### src/shared/pprsp_defines.svh
// constants of the parallel poll responder: offsets, fields, codes
`ifndef PPRSP_DEFINES_SVH
`define PPRSP_DEFINES_SVH
// register byte offsets
`define PPRSP_ADDR_CTRL 4'h0
`define PPRSP_ADDR_STAT 4'h4
`define PPRSP_ADDR_LAST 4'h8
// control register fields and reset value
`define PPRSP_CTRL_STATUS 0
`define PPRSP_CTRL_RST 32'h0000_0000
// status register fields
`define PPRSP_STAT_IDLE 0
`define PPRSP_STAT_ARMED 1
`define PPRSP_STAT_IDY 2
`define PPRSP_STAT_DRIVE 3
`define PPRSP_STAT_SEL_LO 4
`define PPRSP_STAT_SENSE 7
`define PPRSP_STAT_CAP 8
// interface command codes, logical (true = bus line low)
`define PPRSP_CODE_PPC 7'h05
`define PPRSP_CODE_PPU 7'h15
`define PPRSP_CODE_UNL 7'h3f
`define PPRSP_CODE_PPE_HI 3'h6
`define PPRSP_CODE_PPD 7'h70
// enable byte field positions
`define PPRSP_PPE_SEL_HI 2
`define PPRSP_PPE_SENSE 3
// axi4-lite responses
`define PPRSP_RESP_OKAY 2'b00
`define PPRSP_RESP_DECERR 2'b11
`endif

### src/shared/pprsp_pkg.sv
// types shared by the parallel poll responder
package pprsp_pkg;
  typedef enum logic [1:0]
  {
    PPRSP_ST_IDLE = 2'b01,
    PPRSP_ST_CONF = 2'b10
  } pprsp_state_type;
  typedef enum logic [2:0]
  {
    PPRSP_CMD_OTHER = 3'h0,
    PPRSP_CMD_PPC = 3'h1,
    PPRSP_CMD_PPU = 3'h2,
    PPRSP_CMD_UNL = 3'h3,
    PPRSP_CMD_PPE = 3'h4,
    PPRSP_CMD_PPD = 3'h5
  } pprsp_cmd_type;
endpackage

### src/core/pprsp_cmd_decode.sv
// decoder from a received command byte to a command kind
`timescale 1ns/1ns
`include "pprsp_defines.svh"
module pprsp_cmd_decode
(
  input wire logic [6:0] cmd_byte,          // logical command byte
  output pprsp_pkg::pprsp_cmd_type cmd_kind // decoded kind
);
  always_comb
  begin
    cmd_kind = pprsp_pkg::PPRSP_CMD_OTHER;
    if (cmd_byte == `PPRSP_CODE_PPC)
    begin
      cmd_kind = pprsp_pkg::PPRSP_CMD_PPC;
    end
    else if (cmd_byte == `PPRSP_CODE_PPU)
    begin
      cmd_kind = pprsp_pkg::PPRSP_CMD_PPU;
    end
    else if (cmd_byte == `PPRSP_CODE_UNL)
    begin
      cmd_kind = pprsp_pkg::PPRSP_CMD_UNL;
    end
    else if (cmd_byte == `PPRSP_CODE_PPD)
    begin
      cmd_kind = pprsp_pkg::PPRSP_CMD_PPD;
    end
    // 110_xxxx with bit 4 clear: sense and line select ride along
    else if (cmd_byte[6:4] == `PPRSP_CODE_PPE_HI)
    begin
      cmd_kind = pprsp_pkg::PPRSP_CMD_PPE;
    end
  end
endmodule

### src/core/pprsp_top.sv
// parallel poll responder with axi4-lite register access
`timescale 1ns/1ns
`include "pprsp_defines.svh"
module pprsp_top
(
  input wire logic SYS_CLK,                 // 25 mhz clock
  input wire logic SYS_RST,                 // sync reset, high
  input wire logic MASTER_RESET_N,          // master reset, low
  input wire logic ATN_N,                   // attention line
  input wire logic EOI_N,                   // end-or-identify line
  input wire logic IFC_N,                   // interface clear line
  input wire logic LISTEN_ADDRESSED,        // listener is addressed
  input wire logic BYTE_STB,                // one byte accepted
  input wire logic [7:0] DIO_IN_N,          // data lines as seen
  output logic [7:0] DIO_OUT_N,             // data line drive level
  output logic [7:0] DIO_OE,                // data line pull enable
  input wire logic S_AXI_AWVALID,           // write address valid
  output logic S_AXI_AWREADY,               // write address ready
  input wire logic [3:0] S_AXI_AWADDR,      // write address
  input wire logic [2:0] S_AXI_AWPROT,      // write protection
  input wire logic S_AXI_WVALID,            // write data valid
  output logic S_AXI_WREADY,                // write data ready
  input wire logic [31:0] S_AXI_WDATA,      // write data
  input wire logic [3:0] S_AXI_WSTRB,       // write strobes
  output logic S_AXI_BVALID,                // write response valid
  input wire logic S_AXI_BREADY,            // write response ready
  output logic [1:0] S_AXI_BRESP,           // write response
  input wire logic S_AXI_ARVALID,           // read address valid
  output logic S_AXI_ARREADY,               // read address ready
  input wire logic [3:0] S_AXI_ARADDR,      // read address
  input wire logic [2:0] S_AXI_ARPROT,      // read protection
  output logic S_AXI_RVALID,                // read data valid
  input wire logic S_AXI_RREADY,            // read data ready
  output logic [31:0] S_AXI_RDATA,          // read data
  output logic [1:0] S_AXI_RRESP            // read response
);

  // ---------------------------------------------------------------
  // declarations
  // ---------------------------------------------------------------
  logic clear_all;
  logic cmd_take;
  logic [6:0] cmd_byte;
  pprsp_pkg::pprsp_cmd_type cmd_kind;
  pprsp_pkg::pprsp_state_type state_q;
  pprsp_pkg::pprsp_state_type state_d;
  logic armed_q;
  logic armed_d;
  logic [2:0] poll_line_select_q;
  logic [2:0] poll_line_select_d;
  logic poll_sense_bit_q;
  logic poll_sense_bit_d;
  logic [6:0] last_cmd_q;
  logic identify;
  logic idy_seen_q;
  logic status_cap_q;
  logic instrument_status_bit;
  logic status_eff;
  logic respond;
  logic poll_idle_state;
  logic [31:0] ctrl_q;
  logic aw_full_q;
  logic w_full_q;
  logic [3:0] aw_addr_q;
  logic [31:0] w_data_q;
  logic [3:0] w_strb_q;
  logic bvalid_q;
  logic [1:0] bresp_q;
  logic rvalid_q;
  logic [31:0] rdata_q;
  logic [1:0] rresp_q;
  logic wr_fire;
  logic [31:0] stat_word;

  // ---------------------------------------------------------------
  // command intake
  // ---------------------------------------------------------------
  // bus lines are active low, so the logical byte is the inverse
  assign cmd_byte = ~DIO_IN_N[6:0];
  assign cmd_take = BYTE_STB & ~ATN_N;
  // only master reset feeds this term; unconfigure wipes the stored assignment in the state logic
  assign clear_all = ~MASTER_RESET_N;

  pprsp_cmd_decode u_decode
  (
    .cmd_byte(cmd_byte),
    .cmd_kind(cmd_kind)
  );

  // ---------------------------------------------------------------
  // configure-armed flag
  // ---------------------------------------------------------------
  always_comb
  begin
    armed_d = armed_q;
    if (~IFC_N)
    begin
      armed_d = 1'b0;
    end
    else if (cmd_take)
    begin
      unique case (cmd_kind)
        pprsp_pkg::PPRSP_CMD_PPC:
        begin
          armed_d = LISTEN_ADDRESSED;
        end
        pprsp_pkg::PPRSP_CMD_PPE, pprsp_pkg::PPRSP_CMD_PPD:
        begin
          // stays armed so disable may be followed by enable
          armed_d = armed_q;
        end
        pprsp_pkg::PPRSP_CMD_UNL:
        begin
          armed_d = 1'b0;
        end
        pprsp_pkg::PPRSP_CMD_PPU, pprsp_pkg::PPRSP_CMD_OTHER:
        begin
          armed_d = 1'b0;
        end
      endcase
    end
  end

  always_ff @(posedge SYS_CLK)
  begin
    if (SYS_RST || clear_all)
    begin
      armed_q <= 1'b0;
    end
    else
    begin
      armed_q <= armed_d;
    end
  end

  // ---------------------------------------------------------------
  // poll configuration state
  // ---------------------------------------------------------------
  always_comb
  begin
    state_d = state_q;
    poll_line_select_d = poll_line_select_q;
    poll_sense_bit_d = poll_sense_bit_q;
    // unlisten already dropped the armed flag here
    if (cmd_take && armed_q && LISTEN_ADDRESSED)
    begin
      if (cmd_kind == pprsp_pkg::PPRSP_CMD_PPE)
      begin
        poll_line_select_d = cmd_byte[`PPRSP_PPE_SEL_HI:0];
        // kept as the pin level so the compare against the status bit is an inequality
        poll_sense_bit_d = DIO_IN_N[`PPRSP_PPE_SENSE];
        state_d = pprsp_pkg::PPRSP_ST_CONF;
      end
      else if (cmd_kind == pprsp_pkg::PPRSP_CMD_PPD)
      begin
        poll_line_select_d = 3'h0;
        poll_sense_bit_d = 1'b0;
        state_d = pprsp_pkg::PPRSP_ST_IDLE;
      end
    end
    if (cmd_take && cmd_kind == pprsp_pkg::PPRSP_CMD_PPU)
    begin
      poll_line_select_d = 3'h0;
      poll_sense_bit_d = 1'b0;
      state_d = pprsp_pkg::PPRSP_ST_IDLE;
    end
  end

  // interface clear is deliberately absent from this reset term
  always_ff @(posedge SYS_CLK)
  begin
    if (SYS_RST || clear_all)
    begin
      state_q <= pprsp_pkg::PPRSP_ST_IDLE;
      poll_line_select_q <= 3'h0;
      poll_sense_bit_q <= 1'b0;
    end
    else
    begin
      state_q <= state_d;
      poll_line_select_q <= poll_line_select_d;
      poll_sense_bit_q <= poll_sense_bit_d;
    end
  end

  always_ff @(posedge SYS_CLK)
  begin
    if (SYS_RST)
    begin
      last_cmd_q <= 7'h00;
    end
    else if (cmd_take)
    begin
      last_cmd_q <= cmd_byte;
    end
  end

  always_comb
  begin
    unique case (state_q)
      pprsp_pkg::PPRSP_ST_CONF:
      begin
        poll_idle_state = 1'b0;
      end
      pprsp_pkg::PPRSP_ST_IDLE:
      begin
        poll_idle_state = 1'b1;
      end
      default:
      begin
        poll_idle_state = 1'b1;
      end
    endcase
  end

  // ---------------------------------------------------------------
  // identify response
  // ---------------------------------------------------------------
  assign identify = ~EOI_N & ~ATN_N;
  assign instrument_status_bit = ctrl_q[`PPRSP_CTRL_STATUS];

  // the live status passes through until the first edge inside the
  // poll, then the captured copy holds it; a status change in that
  // first clock period is still seen, the price of an unclocked path
  always_ff @(posedge SYS_CLK)
  begin
    if (SYS_RST)
    begin
      idy_seen_q <= 1'b0;
      status_cap_q <= 1'b0;
    end
    else
    begin
      idy_seen_q <= identify;
      if (identify && !idy_seen_q)
      begin
        status_cap_q <= instrument_status_bit;
      end
    end
  end

  assign status_eff = idy_seen_q ? status_cap_q
    : instrument_status_bit;

  // no handshake: pure gating from the bus control lines
  assign respond = identify & ~poll_idle_state
    & (poll_sense_bit_q != status_eff);

  // the controller is expected to have released the lines meanwhile
  genvar gi;
  generate
    for (gi = 0; gi < 8; gi++)
    begin : g_line
      assign DIO_OUT_N[gi] = 1'b0;
      // identify ends, enable drops, line floats high
      assign DIO_OE[gi] = respond
        & (poll_line_select_q == 3'(gi));
    end
  endgenerate

  // ---------------------------------------------------------------
  // axi4-lite write channel
  // ---------------------------------------------------------------
  assign S_AXI_AWREADY = ~aw_full_q & ~bvalid_q;
  assign S_AXI_WREADY = ~w_full_q & ~bvalid_q;
  assign wr_fire = aw_full_q & w_full_q & ~bvalid_q;

  always_ff @(posedge SYS_CLK)
  begin
    if (SYS_RST)
    begin
      aw_full_q <= 1'b0;
      aw_addr_q <= 4'h0;
    end
    else if (S_AXI_AWVALID && S_AXI_AWREADY)
    begin
      aw_full_q <= 1'b1;
      aw_addr_q <= S_AXI_AWADDR;
    end
    else if (wr_fire)
    begin
      aw_full_q <= 1'b0;
    end
  end

  always_ff @(posedge SYS_CLK)
  begin
    if (SYS_RST)
    begin
      w_full_q <= 1'b0;
      w_data_q <= 32'h0;
      w_strb_q <= 4'h0;
    end
    else if (S_AXI_WVALID && S_AXI_WREADY)
    begin
      w_full_q <= 1'b1;
      w_data_q <= S_AXI_WDATA;
      w_strb_q <= S_AXI_WSTRB;
    end
    else if (wr_fire)
    begin
      w_full_q <= 1'b0;
    end
  end

  // only the control word is writable; other offsets answer decerr
  always_ff @(posedge SYS_CLK)
  begin
    if (SYS_RST)
    begin
      ctrl_q <= `PPRSP_CTRL_RST;
    end
    else if (wr_fire && aw_addr_q == `PPRSP_ADDR_CTRL && w_strb_q[0])
    begin
      ctrl_q <= {31'h0, w_data_q[`PPRSP_CTRL_STATUS]};
    end
  end

  always_ff @(posedge SYS_CLK)
  begin
    if (SYS_RST)
    begin
      bvalid_q <= 1'b0;
      bresp_q <= `PPRSP_RESP_OKAY;
    end
    else if (wr_fire)
    begin
      bvalid_q <= 1'b1;
      if (aw_addr_q == `PPRSP_ADDR_CTRL)
      begin
        bresp_q <= `PPRSP_RESP_OKAY;
      end
      else
      begin
        bresp_q <= `PPRSP_RESP_DECERR;
      end
    end
    else if (S_AXI_BREADY)
    begin
      bvalid_q <= 1'b0;
    end
  end

  assign S_AXI_BVALID = bvalid_q;
  assign S_AXI_BRESP = bresp_q;

  // ---------------------------------------------------------------
  // axi4-lite read channel
  // ---------------------------------------------------------------
  always_comb
  begin
    stat_word = 32'h0;
    stat_word[`PPRSP_STAT_IDLE] = poll_idle_state;
    stat_word[`PPRSP_STAT_ARMED] = armed_q;
    stat_word[`PPRSP_STAT_IDY] = identify;
    stat_word[`PPRSP_STAT_DRIVE] = respond;
    stat_word[`PPRSP_STAT_SEL_LO +: 3] = poll_line_select_q;
    stat_word[`PPRSP_STAT_SENSE] = poll_sense_bit_q;
    stat_word[`PPRSP_STAT_CAP] = status_cap_q;
  end

  assign S_AXI_ARREADY = ~rvalid_q;

  always_ff @(posedge SYS_CLK)
  begin
    if (SYS_RST)
    begin
      rvalid_q <= 1'b0;
      rdata_q <= 32'h0;
      rresp_q <= `PPRSP_RESP_OKAY;
    end
    else if (S_AXI_ARVALID && S_AXI_ARREADY)
    begin
      rvalid_q <= 1'b1;
      rresp_q <= `PPRSP_RESP_OKAY;
      unique case (S_AXI_ARADDR)
        `PPRSP_ADDR_CTRL:
        begin
          rdata_q <= ctrl_q;
        end
        `PPRSP_ADDR_STAT:
        begin
          rdata_q <= stat_word;
        end
        `PPRSP_ADDR_LAST:
        begin
          rdata_q <= {25'h0, last_cmd_q};
        end
        default:
        begin
          rdata_q <= 32'h0;
          rresp_q <= `PPRSP_RESP_DECERR;
        end
      endcase
    end
    else if (S_AXI_RREADY)
    begin
      rvalid_q <= 1'b0;
    end
  end

  assign S_AXI_RVALID = rvalid_q;
  assign S_AXI_RDATA = rdata_q;
  assign S_AXI_RRESP = rresp_q;

endmodule

### config.mk
export PLATFORM = sky130hd
export DESIGN_NAME = pprsp_top
export DESIGN_NICKNAME = d
export VERILOG_FILES = /design/src/shared/pprsp_pkg.sv /design/src/core/pprsp_cmd_decode.sv /design/src/core/pprsp_top.sv
export VERILOG_INCLUDE_DIRS = /design/src /design/src/shared
export SDC_FILE = /design/constraint.sdc
export NUM_CORES = 1
export LEC_CHECK = 0
export CAP_MARGIN = 20
export CORE_MARGIN = 2
export CORE_UTILIZATION = 52
export CTS_CLUSTER_SIZE = 8
export DETAILED_ROUTE_END_ITERATION = 16
export DONT_BUFFER_PORTS = 1
export PLACE_DENSITY = 0.68
export SLEW_MARGIN = 20
export SYNTH_ARGS = -nofsm -noshare
export SYNTH_HDL_FRONTEND = slang
export SYNTH_HIERARCHICAL = 1
export SYNTH_SLANG_ARGS = --single-unit
### constraint.sdc
create_clock -name SYS_CLK -period 3.5 [get_ports SYS_CLK]
set_input_delay 0.7 -clock SYS_CLK [delete_from_list [all_inputs] [get_ports SYS_CLK]]
set_output_delay 0.7 -clock SYS_CLK [all_outputs]
set_load 0.02 [all_outputs]
# Yosys cells after proc, flatten, opt, wreduce, memory -nomap -nowiden
# Index checks and enable logic that the tools add are counted.
# word_totals
reg_bits	63
latch_bits	0
ram_bits	0
mem_bits_ro	0
inputBits	71
output_inout_bits	57
wordCells	116
mem_count	0
# classes
addsub	0
multipliers	0
div	0
order_cmp	0
n_eq_ne	21
n_shift	0
muxes	24
n_bitwise	26
n_reduce_logical	27
# ops
op	count
$pmux 9 s3	1
$eq 3x3->1 const B	7
$mux 3	7
$and 1x1->1	16
$eq 3x2->1 const B	4
$mux 1	11
$reduce_bool 2->1	5
$logic_and 1x1->1	9
$not 1->1	9
$logic_not 4->1	2
$mux 2	4
$eq 7x3->1 const B	1
$eq 7x5->1 const B	1
$eq 7x6->1 const B	1
$eq 7x7->1 const B	1
$not 7->7	1
$eq 3x1->1 const B	2
$logic_not 3->1	2
$reduce_or 2->1	3
$reduce_or 3->1	2
$eq 4x3->1 const B	1
$eq 4x4->1 const B	1
$reduce_and 2->1	2
$eq 2x2->1 const B	1
4 further kinds	4

# Longest topological paths before layout
# depth
ltp_word	11
ltp_mapped	9
depth_no_buf	8

# By module
# The synthesis kept the hierarchy.
# modules_own_cells
mod	instances	cells_each	area_per_inst_um2	seq_area_each_um2
pprsp_top	1	225	1929.4	760.7
pprsp_cmd_decode	1	14	80.1	0.0

# Worst setup path before layout
# No wires, ideal clock.
# synth_path
path_type	input-to-output
start	in EOI_N
end	out DIO_OE[0]
arrival_ns	1.603
t_required_ns	2.800
slack_ns	1.197
path_stages	4
path_buffers	0
cell_sequence	nor2_1 -> and3_1 -> nand3b_1 -> nor3_1
# synth_between
elab_chain_len	5
# synth_lines
element	line_no	text
start, declared	pprsp_top.sv:10	input wire logic EOI_N,
$not 1->1	pprsp_top.sv:219	assign identify = ~EOI_N & ~ATN_N;
$and 1x1->1	pprsp_top.sv:219	
$and 1x1->1	pprsp_top.sv:246	assign respond = identify & ~poll_idle_state
$and 1x1->1	pprsp_top.sv:247	& (poll_sense_bit_q != status_eff);
$and 1x1->1	pprsp_top.sv:257	& (poll_line_select_q == 3'(gi));
end, declared	pprsp_top.sv:16	output logic [7:0] DIO_OE,
# Every way passes these cells.

# Worst setup path in the final report
# layout_path
start	reg idy_seen_q
end	out DIO_OE[0]
# layout_between
elab_chain_len	4
# layout_lines
element	line_no	text
start, declared	pprsp_top.sv:55	logic idy_seen_q;
start signal, assigned	pprsp_top.sv:234	idy_seen_q <= identify;
$mux 1	pprsp_top.sv:242	assign status_eff = idy_seen_q ? status_cap_q
$ne 1x1->1	pprsp_top.sv:247	
$and 1x1->1	pprsp_top.sv:247	
$and 1x1->1	pprsp_top.sv:257	
# Every way passes these cells.

==> results.json <==
{
  "status": "complete, no violations",
  "hold_depth": 1,
  "hold_class": "primary input to flop",
  "nets": 307,
  "min_period_ps": 2480,
  "n_antenna_cell": 0,
  "num_rows": 22,
  "avgRoutedWirePerCell_microns": 13.1,
  "grt_max_degree": 33,
  "clock_sinks": 38,
  "finalPower_uw": 842,
  "multi_input_area_sq_mm": 0.00103,
  "ys_async_sr_fraction_pct": 0,
  "cts_tree": "built",
  "dieHeight_microns": 66.2,
  "ir_drop_mv": 0.194,
  "critical_path_arrival_ps": 1780,
  "die_x_microns": 66.2,
  "grt_pass1_wl_mm": 5.80,
  "antenna_found_initial": 0,
  "fin_crit_sh_pct": 70.8,
  "wirelength_mm": 3.71,
  "numPlacedInstances": 277,
  "setup_tns_ps": 0,
  "dr_wl_met2_mm": 1.70,
  "p_leak_uw": 0.000783,
  "wl_met3_microns": 316,
  "worstReg2RegStart": "S_AXI_RVALID",
  "grt_pass1_vias": 1223,
  "htree_num_levels": 2,
  "synth_warnings": 6,
  "reg2reg_slack_ps": 1890,
  "post-cts-setup-buffer-count": 0,
  "design_area_sq_mm": 0.00198,
  "ys_ff_latch": 38,
  "utilization_pct": 53.6,
  "max_freq_mhz": 403,
  "worst_pin_slew_ps": 621,
  "die_area_sq_mm": 0.00438,
  "grt_overflow": 0,
  "placed_cell_area_sq_mm": 0.00190,
  "gp_congestion": 0.797,
  "yosysSeqAreaShare_pct": 37.9,
  "hold_viol": 0,
  "worstPathRequired_ps": 2800,
  "nFillCells": 387,
  "portBuffers": 0,
  "min_from": "SYS_RST",
  "routed_via_density": 5.07,
  "clk-insertion-delay-late_ps": 280,
  "r2r_cells": 4,
  "grtUsageTotal_pct": 17.4,
  "pin_count": 128,
  "path_class": "flop to primary output",
  "coreArea_sq_mm": 0.00369,
  "met1Wirelength_mm": 1.65,
  "synthFlopType": "dfxtp_1",
  "cts_resized": 0,
  "maxCapViolations": 0,
  "path_clk_slew_ps": 70,
  "setup_viol": 0,
  "synth_cell_types": 40,
  "crit_path_end_kind": "primary output",
  "final_layout_size_suffix_gt1_share_pct": 5.93,
  "synth_edf_count": 0,
  "antenna_left": 0,
  "syn_avg_cell_area_sq_um": 8.41,
  "via_count": 1440,
  "final_cells": 284,
  "mostFrequentLayoutCells": "nor2_1, dfxtp_1, conb_1",
  "dr.max_layer_used": "met4",
  "hpwl_mm": 2.87,
  "first_pass_iters": 4,
  "final_common_cell": "nor2_1",
  "cts-root-to-sink-buffers": 2,
  "area_growth_pct": -1.56,
  "crit_path_start_kind": "flop",
  "drcViolationCount": 0,
  "reg2reg_to": "S_AXI_RDATA[0]",
  "critical_path.max_fanout": 4,
  "finClkSkew_ps": 8.45,
  "ctsHoldBuffers": 0,
  "dr.first_iter.drc_count": 78,
  "min_to": "S_AXI_RDATA[8]",
  "rsz0062_at_grt": "false",
  "slew_headroom_pct": 58.3,
  "slew_violations": 0,
  "pwr_density_cell_mw_per_mm2": 426,
  "cts_buffers": 5,
  "seqCellArea_sq_um": 761,
  "netlist_area_sq_mm": 0.00201,
  "start_util_pct": 54.5,
  "root_buffer": "clkbuf_8",
  "netlist_instances": 239
}
## synth_stat cells (2+ instances only)
library cell | instances | area, sq um
and2b_1 | 2 | 15.0
and2_1 | 5 | 31.3
a32oi_1 | 3 | 26.3
o21ai_1 | 3 | 15.0
buf_4 | 34 | 255
a22o_1 | 5 | 43.8
nand3_1 | 6 | 30.0
a211oi_1 | 8 | 60.1
mux2i_1 | 13 | 130
dfxtp_1 | 38 | 761
a211oi_2 | 2 | 25.0
a21oi_2 | 2 | 17.5
clkbuf_1 | 2 | 7.51
nor3_1 | 5 | 25.0
nand3b_1 | 2 | 15.0
nand2b_1 | 7 | 43.8
nor2b_1 | 3 | 18.8
buf_2 | 3 | 15.0
a22oi_1 | 5 | 37.5
nand2_1 | 7 | 26.3
a21oi_1 | 8 | 40.0
nor2_1 | 48 | 180
inv_1 | 11 | 41.3
## routing by layer
metal,vias up,global-route usage (%)
li1,737,-
met4,0,6.12
met1,652,22.9
met5,-,0
met2,47,26.8
met3,4,5.79
## power by group
| group | switching, uW | total [uW] | internal (uW) |
|---|---|---|---|
| Clock | 141 | 274 | 133 |
| Sequential | 16.6 | 465 | 449 |
| Combinational | 72.4 | 103 | 30.6 |
| Total | 230 | 842 | 613 |
## area by class of cell
class                      count  area share, %
inverter                      11           2.09
clock inverter                 2          0.506
timing repair buffer           1          0.380
tap                           48           3.04
multi-input combinational    179           52.1
clock buffer                   5           3.48
sequential                    38           38.5
## logic make-up (layout without fill, tap and decap cells)
group / after synthesis / after routing / synth area share (%)
compound gates: 41 / 41 / 16.1
simple gates: 93 / 93 / 22.4
buf+inv: 52 / 19 / 16.5
mux: 13 / 13 / 6.48
other cells: 1 / 31 / 0.187
flops: 38 / 38 / 37.9
xor+xnor: 1 / 1 / 0.436
## state kept, by name, summed over array words and instances, names as in the netlist, 2 cells and up
name / count
S_AXI_RDATA: 9
aw_addr_q: 4
last_cmd_q: 7
poll_line_select_q: 3
state_q: 2
## worst max-delay path by stage
stage,start,to,cells past startpoint
floorplan,EOI_N,DIO_OE[0],4
global placement,EOI_N,DIO_OE[0],4
detailed placement,EOI_N,DIO_OE[0],4
CTS,idy_seen_q,DIO_OE[0],4
global route,idy_seen_q,DIO_OE[0],4
finish,idy_seen_q,DIO_OE[0],4
## through the flow
| step | hold slack [ps] | setup WS, ps |
|---|---|---|
| after floorplan | 450 | 1200 |
| after global placement | 471 | 1070 |
| after detailed placement | 475 | 1060 |
| after CTS | 467 | 1020 |
| after global routing | 455 | 872 |
| final | 475 | 1020 |
## critical path, cell delays in order, from the launching register on
cell	delay, ps
dfxtp_1	350
mux2i_1	220
xnor2_1	200
nand3b_1	200
nor3_1	530
No activity file was read; power rests on OpenSTA's default activity.
